### src/logic/display_reset_params.svh
// timing constants, otp map and reset values for the display reset sequencer
`ifndef DISPLAY_RESET_PARAMS_SVH
`define DISPLAY_RESET_PARAMS_SVH

// ----------------------------------------------------------------------------
// clock and times
// ----------------------------------------------------------------------------
`define RST_CLK_MHZ        125
`define T_REJECT_US        5
`define T_ACCEPT_US        10
`define T_RELOAD_MS        5
`define T_SLEEP_EXIT_MS    120
`define T_BLANK_MAX_MS     120

// least time, exact at 125 MHz
`define RST_REJECT_CYC     (`T_REJECT_US * `RST_CLK_MHZ)
// longest time, exact at 125 MHz
`define RST_ACCEPT_CYC     (`T_ACCEPT_US * `RST_CLK_MHZ)
`define RELOAD_CYC         (`T_RELOAD_MS * `RST_CLK_MHZ * 1000)
`define SLEEP_EXIT_CYC     (`T_SLEEP_EXIT_MS * `RST_CLK_MHZ * 1000)
`define BLANK_MAX_CYC      (`T_BLANK_MAX_MS * `RST_CLK_MHZ * 1000)

`define RST_CNT_W          11
`define SEQ_CNT_W          24

// ----------------------------------------------------------------------------
// otp map and reset values
// ----------------------------------------------------------------------------
`define OTP_ADDR_W         3
`define OTP_ADDR_ID1       3'h0
`define OTP_ADDR_ID2       3'h1
`define OTP_ADDR_ID3       3'h2
`define OTP_ADDR_ID4       3'h3
`define OTP_ADDR_COMMON_VOLTAGE_TRIM      3'h4
`define OTP_ADDR_LAST      3'h4
`define ID_RESET_VAL       8'h00
`define COMMON_VOLTAGE_TRIM_RESET_VAL     8'h00

`endif

### src/logic/display_reset_pkg.sv
// types shared by the display reset sequencer
package display_reset_pkg;

   typedef enum logic [2:0]
   {
      ST_RUN  = 3'b001,
      ST_HOLD = 3'b010,
      ST_LOAD = 3'b100
   } seq_state_e;

   typedef logic [7:0] otp_byte_t;

endpackage : display_reset_pkg

### src/logic/reset_filter_if.sv
// filtered reset status passed from the pin filter to the sequencer
`timescale 1ns/1ps

interface reset_filter_if;
   logic reset_hold;
   logic reset_release;

   modport filt (output reset_hold, output reset_release);
   modport seq  (input reset_hold, input reset_release);
endinterface : reset_filter_if

### src/logic/reset_pulse_filter.sv
// spike filter on the hardware reset pin
`timescale 1ns/1ps
`include "display_reset_params.svh"

module reset_pulse_filter
(
   input  wire logic         clk,
   input  wire logic         nrst,
   input  wire logic         hw_reset_in_n,
   reset_filter_if.filt      rst
);

   localparam logic [`RST_CNT_W-1:0] ACC_LAST = `RST_CNT_W'(`RST_ACCEPT_CYC - 1);
   localparam logic [`RST_CNT_W-1:0] REJ_LAST = `RST_CNT_W'(`RST_REJECT_CYC - 1);

   logic [`RST_CNT_W-1:0] low_cnt;
   logic [`RST_CNT_W-1:0] high_cnt;
   logic                  high_stable;

   assign high_stable = hw_reset_in_n && (high_cnt == REJ_LAST);

   // ----------------------------------------------------------------------------
   // low and high time counters
   // ----------------------------------------------------------------------------
   // a high blip shorter than the reject time only pauses the low count
   always_ff @(posedge clk or negedge nrst)
   begin
      if (!nrst)
         low_cnt <= '0;
      else if (!hw_reset_in_n && low_cnt != ACC_LAST)
         low_cnt <= low_cnt + 1'b1;
      else if (high_stable)
         low_cnt <= '0;
   end

   always_ff @(posedge clk or negedge nrst)
   begin
      if (!nrst)
         high_cnt <= '0;
      else if (!hw_reset_in_n)
         high_cnt <= '0;
      else if (high_cnt != REJ_LAST)
         high_cnt <= high_cnt + 1'b1;
   end

   // ----------------------------------------------------------------------------
   // accepted reset
   // ----------------------------------------------------------------------------
   always_ff @(posedge clk or negedge nrst)
   begin
      if (!nrst)
         rst.reset_hold <= 1'b0;
      else if (!hw_reset_in_n && low_cnt == ACC_LAST)
         rst.reset_hold <= 1'b1;
      else if (high_stable)
         rst.reset_hold <= 1'b0;
   end

   always_ff @(posedge clk or negedge nrst)
   begin
      if (!nrst)
         rst.reset_release <= 1'b0;
      else
         rst.reset_release <= rst.reset_hold && high_stable;
   end

   property p_accept_time;
      @(posedge clk) disable iff (!nrst)
      $rose(rst.reset_hold) |-> $past(low_cnt) == ACC_LAST && !$past(hw_reset_in_n);
   endproperty
   a_accept_time: assert property (p_accept_time)
      else $error("reset accepted before the low time reached the threshold");

   property p_glitch_kept;
      @(posedge clk) disable iff (!nrst)
      rst.reset_hold && hw_reset_in_n && high_cnt != REJ_LAST |=> rst.reset_hold;
   endproperty
   a_glitch_kept: assert property (p_glitch_kept)
      else $error("short high glitch ended an accepted reset");

   property p_short_low_ignored;
      @(posedge clk) disable iff (!nrst)
      !rst.reset_hold && low_cnt < ACC_LAST |=> !rst.reset_hold;
   endproperty
   a_short_low_ignored: assert property (p_short_low_ignored)
      else $error("reset asserted while low time below threshold");

endmodule : reset_pulse_filter

### src/logic/display_reset_sequencer.sv
// hardware reset sequencer: pin filter, blanking, otp reload and command gating
//
// Behaviour
// - lows under 5 us ignored, over 10 reset
// - spike rejection stays active during a reset
// - blank display; awake blanking ends within 120 ms
// - reset returns all state to defaults
// - reload identity bytes and trim from otp
// - reload every reset, done within 5 ms
`timescale 1ns/1ps
`include "display_reset_params.svh"

module display_reset_sequencer
#(
   parameter int unsigned CYC_RELOAD     = `RELOAD_CYC,
   parameter int unsigned CYC_SLEEP_EXIT = `SLEEP_EXIT_CYC,
   parameter int unsigned CYC_BLANK_MAX  = `BLANK_MAX_CYC
)
(
   input  wire logic                        clk,
   input  wire logic                        nrst,
   input  wire logic                        hw_reset_in_n,
   input  wire logic                        sleep_in,
   input  wire logic                        panel_blank_done,
   input  wire logic                        display_on,
   output logic                             display_blank,
   output logic                             blank_seq_busy,
   output logic                             core_reset_n,
   output logic                             otp_rd_req,
   output logic [`OTP_ADDR_W-1:0]           otp_addr,
   input  wire display_reset_pkg::otp_byte_t otp_rd_data,
   input  wire logic                        otp_rd_valid,
   output display_reset_pkg::otp_byte_t     ident_byte_one,
   output display_reset_pkg::otp_byte_t     ident_byte_two,
   output display_reset_pkg::otp_byte_t     ident_byte_three,
   output display_reset_pkg::otp_byte_t     ident_byte_four,
   output display_reset_pkg::otp_byte_t     common_voltage_trim,
   input  wire logic                        cmd_valid,
   input  wire logic                        cmd_sleep_exit,
   output logic                             cmd_accept,
   output logic                             cmd_drop,
   output logic                             cmd_enable,
   output logic                             sleep_exit_enable
);

   localparam logic [`SEQ_CNT_W-1:0] RELOAD_LAST = `SEQ_CNT_W'(CYC_RELOAD - 1);
   localparam logic [`SEQ_CNT_W-1:0] SLEEP_LAST  = `SEQ_CNT_W'(CYC_SLEEP_EXIT - 1);
   localparam logic [`SEQ_CNT_W-1:0] BLANK_LAST  = `SEQ_CNT_W'(CYC_BLANK_MAX - 1);

   reset_filter_if rst ();

   reset_pulse_filter u_filter
   (
      .clk           (clk),
      .nrst          (nrst),
      .hw_reset_in_n (hw_reset_in_n),
      .rst           (rst)
   );

   display_reset_pkg::seq_state_e state;
   logic [`SEQ_CNT_W-1:0]         since_cnt;
   logic [`SEQ_CNT_W-1:0]         blank_cnt;
   logic                          hold_start;
   logic                          load_take;
   logic                          load_last;
   logic                          reload_timeout;

   assign hold_start     = rst.reset_hold && state != display_reset_pkg::ST_HOLD;
   assign load_take      = state == display_reset_pkg::ST_LOAD && otp_rd_valid;
   assign load_last      = load_take && otp_addr == `OTP_ADDR_LAST;
   assign reload_timeout = state == display_reset_pkg::ST_LOAD && since_cnt == RELOAD_LAST;

   // ----------------------------------------------------------------------------
   // sequence state
   // ----------------------------------------------------------------------------
   // power-on release behaves like a pin release: the reload runs at once
   always_ff @(posedge clk or negedge nrst)
   begin
      if (!nrst)
         state <= display_reset_pkg::ST_LOAD;
      else
      begin
         case (state)
            display_reset_pkg::ST_RUN:
               if (rst.reset_hold)
                  state <= display_reset_pkg::ST_HOLD;
            display_reset_pkg::ST_HOLD:
               if (rst.reset_release)
                  state <= display_reset_pkg::ST_LOAD;
            display_reset_pkg::ST_LOAD:
               if (rst.reset_hold)
                  state <= display_reset_pkg::ST_HOLD;
               else if (load_last || reload_timeout)
                  state <= display_reset_pkg::ST_RUN;
            default:
               state <= display_reset_pkg::ST_HOLD;
         endcase
      end
   end

   // time since the reset pin was released, saturating at the sleep-exit wait
   always_ff @(posedge clk or negedge nrst)
   begin
      if (!nrst)
         since_cnt <= '0;
      else if (rst.reset_hold)
         since_cnt <= '0;
      else if (since_cnt != SLEEP_LAST)
         since_cnt <= since_cnt + 1'b1;
   end

   always_ff @(posedge clk or negedge nrst)
   begin
      if (!nrst)
         core_reset_n <= 1'b0;
      else
         core_reset_n <= state == display_reset_pkg::ST_RUN && !rst.reset_hold;
   end

   // ----------------------------------------------------------------------------
   // otp reload
   // ----------------------------------------------------------------------------
   // a read that never answers is cut off by the reload window; unread bytes
   // keep their reset values rather than stalling the whole device
   assign otp_rd_req = state == display_reset_pkg::ST_LOAD && !rst.reset_hold;

   always_ff @(posedge clk or negedge nrst)
   begin
      if (!nrst)
         otp_addr <= `OTP_ADDR_ID1;
      else if (state != display_reset_pkg::ST_LOAD)
         otp_addr <= `OTP_ADDR_ID1;
      else if (load_take && !load_last)
         otp_addr <= otp_addr + 1'b1;
   end

   always_ff @(posedge clk or negedge nrst)
   begin
      if (!nrst)
      begin
         ident_byte_one      <= `ID_RESET_VAL;
         ident_byte_two      <= `ID_RESET_VAL;
         ident_byte_three    <= `ID_RESET_VAL;
         ident_byte_four     <= `ID_RESET_VAL;
         common_voltage_trim <= `COMMON_VOLTAGE_TRIM_RESET_VAL;
      end
      else if (rst.reset_hold)
      begin
         ident_byte_one      <= `ID_RESET_VAL;
         ident_byte_two      <= `ID_RESET_VAL;
         ident_byte_three    <= `ID_RESET_VAL;
         ident_byte_four     <= `ID_RESET_VAL;
         common_voltage_trim <= `COMMON_VOLTAGE_TRIM_RESET_VAL;
      end
      else if (load_take)
      begin
         case (otp_addr)
            `OTP_ADDR_ID1:  ident_byte_one      <= otp_rd_data;
            `OTP_ADDR_ID2:  ident_byte_two      <= otp_rd_data;
            `OTP_ADDR_ID3:  ident_byte_three    <= otp_rd_data;
            `OTP_ADDR_ID4:  ident_byte_four     <= otp_rd_data;
            `OTP_ADDR_COMMON_VOLTAGE_TRIM: common_voltage_trim <= otp_rd_data;
            default:        ident_byte_one      <= ident_byte_one;
         endcase
      end
   end

   // ----------------------------------------------------------------------------
   // blanking
   // ----------------------------------------------------------------------------
   // a sleeping panel is already dark, so no blanking sequence is started
   always_ff @(posedge clk or negedge nrst)
   begin
      if (!nrst)
         blank_seq_busy <= 1'b0;
      else if (hold_start && !sleep_in)
         blank_seq_busy <= 1'b1;
      else if (panel_blank_done || blank_cnt == BLANK_LAST)
         blank_seq_busy <= 1'b0;
   end

   always_ff @(posedge clk or negedge nrst)
   begin
      if (!nrst)
         blank_cnt <= '0;
      else if (!blank_seq_busy || hold_start)
         blank_cnt <= '0;
      else
         blank_cnt <= blank_cnt + 1'b1;
   end

   always_ff @(posedge clk or negedge nrst)
   begin
      if (!nrst)
         display_blank <= 1'b1;
      else if (rst.reset_hold)
         display_blank <= 1'b1;
      else if (display_on && state == display_reset_pkg::ST_RUN)
         display_blank <= 1'b0;
   end

   // ----------------------------------------------------------------------------
   // command gating
   // ----------------------------------------------------------------------------
   always_ff @(posedge clk or negedge nrst)
   begin
      if (!nrst)
         cmd_enable <= 1'b0;
      else if (rst.reset_hold)
         cmd_enable <= 1'b0;
      else if (since_cnt == RELOAD_LAST)
         cmd_enable <= 1'b1;
   end

   always_ff @(posedge clk or negedge nrst)
   begin
      if (!nrst)
         sleep_exit_enable <= 1'b0;
      else if (rst.reset_hold)
         sleep_exit_enable <= 1'b0;
      else if (since_cnt == SLEEP_LAST)
         sleep_exit_enable <= 1'b1;
   end

   // early commands are dropped, not queued
   assign cmd_accept = cmd_valid && cmd_enable && core_reset_n
                       && (!cmd_sleep_exit || sleep_exit_enable);
   assign cmd_drop   = cmd_valid && !cmd_accept;

   // ----------------------------------------------------------------------------
   // checks
   // ----------------------------------------------------------------------------
   property p_blank_awake;
      @(posedge clk) disable iff (!nrst)
      hold_start && !sleep_in |=> display_blank && blank_seq_busy;
   endproperty
   a_blank_awake: assert property (p_blank_awake)
      else $error("awake reset did not start blanking");

   property p_blank_bound;
      @(posedge clk) disable iff (!nrst)
      blank_seq_busy |-> blank_cnt <= BLANK_LAST;
   endproperty
   a_blank_bound: assert property (p_blank_bound)
      else $error("blanking ran past its limit");

   property p_defaults_in_reset;
      @(posedge clk) disable iff (!nrst)
      rst.reset_hold |=> !core_reset_n && ident_byte_one == `ID_RESET_VAL
                         && common_voltage_trim == `COMMON_VOLTAGE_TRIM_RESET_VAL && !cmd_enable;
   endproperty
   a_defaults_in_reset: assert property (p_defaults_in_reset)
      else $error("state not at defaults during reset");

   property p_load_trim;
      @(posedge clk) disable iff (!nrst)
      load_take && !rst.reset_hold && otp_addr == `OTP_ADDR_COMMON_VOLTAGE_TRIM
      |=> common_voltage_trim == $past(otp_rd_data);
   endproperty
   a_load_trim: assert property (p_load_trim)
      else $error("trim value not taken from otp");

   property p_reload_after_release;
      @(posedge clk) disable iff (!nrst)
      rst.reset_release |=> state == display_reset_pkg::ST_LOAD && since_cnt == 1;
   endproperty
   a_reload_after_release: assert property (p_reload_after_release)
      else $error("reload did not start at reset release");

   property p_reload_window;
      @(posedge clk) disable iff (!nrst)
      state == display_reset_pkg::ST_LOAD |-> since_cnt <= RELOAD_LAST;
   endproperty
   a_reload_window: assert property (p_reload_window)
      else $error("reload still running after its window");

   property p_no_early_cmd;
      @(posedge clk) disable iff (!nrst)
      cmd_accept |-> since_cnt >= RELOAD_LAST
                     && (!cmd_sleep_exit || since_cnt == SLEEP_LAST);
   endproperty
   a_no_early_cmd: assert property (p_no_early_cmd)
      else $error("command accepted before its wait elapsed");

endmodule : display_reset_sequencer

### config.mk
export PLATFORM = sky130hd
export DESIGN_NAME = display_reset_sequencer
export DESIGN_NICKNAME = d
export VERILOG_FILES = /design/src/logic/display_reset_pkg.sv /design/src/logic/reset_filter_if.sv /design/src/logic/reset_pulse_filter.sv /design/src/logic/display_reset_sequencer.sv
export VERILOG_INCLUDE_DIRS = /design/src /design/src/logic
export SDC_FILE = /design/constraint.sdc
export NUM_CORES = 1
export LEC_CHECK = 0
export BUFFER_PORTS_ARGS = -buffer_cell sky130_fd_sc_hd__buf_2
export CAP_MARGIN = 25
export CORE_MARGIN = 10
export CORE_UTILIZATION = 57
export CTS_CLUSTER_DIAMETER = 40
export DETAILED_ROUTE_END_ITERATION = 10
export GPL_ROUTABILITY_DRIVEN = 0
export PLACE_DENSITY = 0.78
export SLEW_MARGIN = 5
export SYNTH_ARGS = -nofsm -noshare
export SYNTH_HDL_FRONTEND = slang
export SYNTH_SLANG_ARGS = --single-unit
### constraint.sdc
create_clock -name clk -period 5.2 [get_ports clk]
set_input_delay 0.26 -clock clk [delete_from_list [all_inputs] [get_ports clk]]
set_output_delay 0.26 -clock clk [all_outputs]
set_load 0.02 [all_outputs]
### Word level (Yosys, flattened, before mapping)

Cells that the tools add are included.

| word-level totals | value |
|---|---|
| register bits after elaboration | 123 |
| output and inout port bits | 51 |
| word-level logic and storage cells | 132 |
| bits of input ports | 17 |

| operators by class | value |
|---|---|
| equal/unequal tests | 21 |
| add/sub/neg operators | 5 |
| muxes and demuxes | 39 |
| reduce and logical (&&, ||, !) cells | 49 |

Operator list:

| operator | number |
|---|---|
| 8-bit two-way mux | 15 |
| 24-bit two-way mux | 3 |
| 24-bit by 1-bit adder with 24-bit output, second input constant | 2 |
| 24-bit equality test, second input constant | 2 |
| 11-bit two-way mux | 4 |
| 2-bit nonzero test | 14 |
| 24-bit by 20-bit equality test with 1-bit output, second input constant | 1 |
| 24-bit != test, second input constant | 1 |
| 11-bit by 1-bit adder with 11-bit output, second input constant | 2 |
| 3-bit two-way mux | 6 |
| 1-bit logical AND | 17 |
| 11-bit by 10-bit equality test with 1-bit output, second input constant | 1 |
| 11-bit equality test, second input constant | 1 |
| 11-bit by 10-bit != test with 1-bit output, second input constant | 1 |
| 11-bit != test, second input constant | 1 |
| 1-bit two-way mux | 10 |
| 2-bit AND reduction | 5 |
| 3-bit by 2-bit equality test with 1-bit output, second input constant | 3 |
| 3-bit case mux with 3 select lines | 1 |
| 1-bit zero test | 7 |
| 3-bit by 1-bit equality test with 1-bit output, second input constant | 2 |
| 3-bit equality test, second input constant | 2 |
| 2-bit by 1-bit != test with 1-bit output, second input constant | 3 |
| 1-bit logical OR | 4 |
| other kinds (6) | 6 |

### Longest topological paths before layout

| logic depth | value |
|---|---|
| depth in word-level cells | 7 |
| depth in mapped cells | 7 |
| mapped depth without buffers | 6 |

### Hierarchy

A second synthesis with hierarchy kept.

| second synthesis, totals | value |
|---|---|
| cell total of the unflattened synthesis | 607 |
| area, all modules | 5979.5 um^2 |

By module, submodules not included:

| module | instances | cells an instance | sequential area each (um^2) | area an instance (um^2) |
|---|---|---|---|---|
| display_reset_sequencer | 1 | 474 | 2479.9 | 4690.7 |
| reset_pulse_filter | 1 | 133 | 600.6 | 1288.7 |

### Worst setup path after synthesis

No wires, ideal clock.

| timing path | value |
|---|---|
| path kind | reg2reg |
| from | register since_cnt[20] |
| to | register since_cnt[16] |
| arrival time | 1943 ps |
| data required time | 5075 ps |
| setup time | 125 ps |
| cell stages (with the launch flop) | 5 |
| period minus slack after synthesis | 2067 ps |
| path buffers | 0 |
| slack | 3133 ps |
| cells stage by stage | dfrtp_1 > or4_4 > or4_4 > o21ai_1 > mux2_2 |

| between the ends | value |
|---|---|
| longest elaborated chain between the ends | 2 |

RTL lines:

| item | RTL line | text |
|---|---|---|
| start: declaration | display_reset_sequencer.sv:61 | `` logic [`SEQ_CNT_W-1:0] since_cnt; `` |
| start signal: assignment | display_reset_sequencer.sv:109 | `since_cnt <= since_cnt + 1'b1;` |
| 24-bit != test | display_reset_sequencer.sv:108 | `else if (since_cnt != SLEEP_LAST)` |
| 2-bit nonzero test (no line) | - |  |

No other way between the ends.
A chain may end at the register's enable or synchronous reset.

### Worst setup path after layout

| timing path | value |
|---|---|
| from | register state[2] |
| to | register common_voltage_trim[4] |

| between the ends | value |
|---|---|
| longest elaborated chain between the ends | 4 |

RTL lines:

| item | RTL line | text |
|---|---|---|
| start: declaration | display_reset_sequencer.sv:60 | `display_reset_pkg::seq_state_e state;` |
| start signal: assignment | display_reset_sequencer.sv:80 | `state <= display_reset_pkg::ST_LOAD;` |
| start signal: assignment | display_reset_sequencer.sv:86 | `state <= display_reset_pkg::ST_HOLD;` |
| start signal: assignment | display_reset_sequencer.sv:89 | `state <= display_reset_pkg::ST_LOAD;` |
| 3-bit equality test | display_reset_sequencer.sv:69 | `assign load_take = state == display_reset_pkg::ST_LOAD && otp_rd_valid;` |
| 1-bit logical AND | display_reset_sequencer.sv:69 |  |
| 2-bit nonzero test (no line) | - |  |
| 2-bit AND reduction (no line) | - |  |
| end signal: assignment | display_reset_sequencer.sv:145 | `` common_voltage_trim <= `COMMON_VOLTAGE_TRIM_RESET_VAL; `` |
| end signal: assignment | display_reset_sequencer.sv:153 | `` common_voltage_trim <= `COMMON_VOLTAGE_TRIM_RESET_VAL; `` |
| end signal: assignment | display_reset_sequencer.sv:162 | `` `OTP_ADDR_COMMON_VOLTAGE_TRIM: common_voltage_trim <= otp_rd_data; `` |
| end: declaration | display_reset_sequencer.sv:37 | `output display_reset_pkg::otp_byte_t common_voltage_trim,` |

No other way between the ends.

==> flow_metrics.tcl <==
set metrics [dict create \
    status "finished clean" \
    hold_viol_final 0 \
    hold_ws_ns 0.0424 \
    die_w_um 124 \
    synth_cells 598 \
    grt_overflow 0 \
    routed_wl_um 14100 \
    synthArstFlopShare_pct 100 \
    required_ns 5.56 \
    tns_ns 0 \
    synth_commonest_cells "dfrtp_1 (121), nor2_1 (82), mux2i_1 (41), nand3_1 (29), nand2_1 (26)" \
    tritoncts "done" \
    cts_buffers 17 \
    clock_path_buffers 2 \
    start_util_pct 58.9 \
    clk_latency_ns 0.51 \
    synth_seq_cells 123 \
    tightest_slew_ns 0.939 \
    max_slew_margin_pct 36.5 \
    rsz0062_at_grt "false" \
    syn_to_final_growth_pct 18.1 \
    drt_iter0_markers 345 \
    drv_cap 0 \
    yosysWarnings 0 \
    synth_cell_types 58 \
    yosysMostFrequentCell "dfrtp_1" \
    ios 68 \
    cts_sinks 123 \
    crit_path_end_kind "flop" \
    drc 0 \
    antenna_cells 0 \
    avgViaCountPerCell 5.99 \
    yosysSeqAreaShare_pct 50.4 \
    hpwl_um 9460 \
    p_leak_nw 3.30 \
    ys.flop_type "dfrtp_1" \
    vias 4901 \
    synth.top_cell.area_share_pct 49.6 \
    drv_slew 0 \
    grt_max_degree 77 \
    syn-num-nets 626 \
    grt_antenna_before_repair 0 \
    setup_viol 0 \
    drtPass1Iterations 5 \
    synth_area_um2 6110 \
    synth_area_leaders "dfrtp_1 (50%), mux2i_1 (6.7%), nor2_1 (5.0%)" \
    die_y_um 124 \
    finalPower_mw 2.31 \
    core_region_area_um2 10400 \
    synth_area_leader_cell "dfrtp_1" \
    layout-drive-gt1-share_pct 18.8 \
    grt_pass1_wl_um 24000 \
    arrival_ns 2.79 \
    port_buffers 67 \
    clk_pin_slew_ns 0.06 \
    path_class "reg -> reg" \
    fp-row-count 37 \
    power_density_nw_per_um2 320 \
    synth-edff-count 0 \
    path_max_fanout 9 \
    gr-usage-all-layers_pct 19.2 \
    nNetsFinal 697 \
    hp-class "in -> reg" \
    startpoint_type "flop" \
    drtAntennaViolNets 0 \
    cts-root-buf "clkbuf_8" \
    ir_worst_vdd_mv 0.227 \
    cts.htree.levels 4 \
    fin_crit_sh_pct 46.7 \
    placed_area_um2 6550 \
    grt_pass1_vias 4925 \
    wl_per_cell_um 17.2 \
    dieArea_um2 15300 \
    final_util_pct 69.6 \
    design_area_um2 7210 \
    min_period_ns 2.43 \
    fin_skew_ns 0.00963 \
    max_freq_ghz 0.412 \
    avgSynthCellArea_um2 10.2 \
]
-- logic make-up after synthesis --
logic type | after synthesis | synth area share, %
compound gates | 73 | 7.64
xor+xnor | 29 | 4.16
fa+ha+maj | 11 | 2.25
buf+inv | 41 | 2.62
flops | 123 | 50.4
mux | 48 | 8.01
simple gates | 273 | 24.9
-- state kept, by name (all words and copies together), names as in the netlist, 3 cells and up --
signal               count
blank_cnt               24
since_cnt               24
u_filter.high_cnt       11
u_filter.low_cnt        11
common_voltage_trim      8
ident_byte_four          8
ident_byte_one           8
ident_byte_three         8
ident_byte_two           8
otp_addr                 3
state                    3
-- path summary, 6_finish.rpt --
kind	from	end	slack, ns	depth (start not counted)
min in group asynchronous	nrst	since_cnt[3]$_DFFE_PN0P_	0.21	2
hold / removal	panel_blank_done	blank_seq_busy$_DFFE_PN0P_	0.04	3
max in group asynchronous	nrst	u_filter.rst.reset_hold$_DFFE_PN0P_	3.73	4
setup reg to reg	state[2]$_DFFE_PN1P_	common_voltage_trim[4]$_DFFE_PN0P_	2.77	4
hold reg to reg	blank_cnt[0]$_DFF_PN0_	blank_cnt[0]$_DFF_PN0_	0.48	1
setup / recovery	state[2]$_DFFE_PN1P_	common_voltage_trim[4]$_DFFE_PN0P_	2.77	4
-- cells in the final DEF (no fill, tap or decap), types with 5 or more instances in the layout --
master,Yosys,layout
o21ai_0,11,10
inv_1,18,18
nand4_1,20,20
clkbuf_16,0,16
ha_1,11,11
and4_1,6,6
o211ai_1,5,5
nand3_1,29,29
nor2b_1,9,9
o31ai_1,7,7
and3_1,12,12
or4_1,15,15
and2_1,9,9
buf_2,2,66
nor2_1,82,82
nand4b_1,5,5
mux2i_1,41,41
dfrtp_1,121,120
mux2_2,7,7
nor3_1,15,15
nor4_1,11,11
xnor2_1,15,15
xor2_1,14,14
a21oi_1,24,24
nand2_1,26,26
-- cell type report --
| cell class | instances | area, µm² |
|---|---|---|
| multi-input combinational | 434 | 2870 |
| clock buffer | 18 | 418 |
| fill | 765 | 3160 |
| inverter | 18 | 67.6 |
| sequential | 123 | 3080 |
| timing repair buffer | 75 | 423 |
| clock inverter | 14 | 186 |
| tap | 136 | 170 |
-- stage by stage --
stage / setup WS (ns) / std cells
global placement: 2.94 / 781
finish: 2.77 / 818
detailed placement: 2.81 / 781
floorplan: 3.13 / 598
global route: 2.60 / 818
CTS: 2.77 / 816
-- worst max-delay path, stage by stage (launching register included) --
cell,delay [ns]
dfstp_2,0.57
nor4bb_1,0.74
and3_1,0.62
mux2i_1,0.28
nor2_1,0.06
-- layer usage --
metal	vias up	share of wire, %	GRT usage (%)
li1	2305	-	-
met3	21	5.3	3.97
met2	136	49	31.0
met5	-	0	0
met4	0	1.6	7.13
met1	2439	44	24.9
-- report_power, final --
part / leakage (nW) / switching (mW) / internal (mW) / total (mW)
combinational: 1.31 / 0.0512 / 0.0379 / 0.0890
sequential: 1.69 / 0.0301 / 0.978 / 1.01
clock: 0.294 / 0.465 / 0.743 / 1.21
total: 3.30 / 0.546 / 1.76 / 2.31
-- what timing repair did --
action	4_1_cts	5_1_grt
gates resized for setup	0	0
hold buffers	3	0
buffers inserted	0	0
endpoints found under the hold margin	76	0
endpoints found under the setup margin	0	0
(Power assumes the default switching activity.)
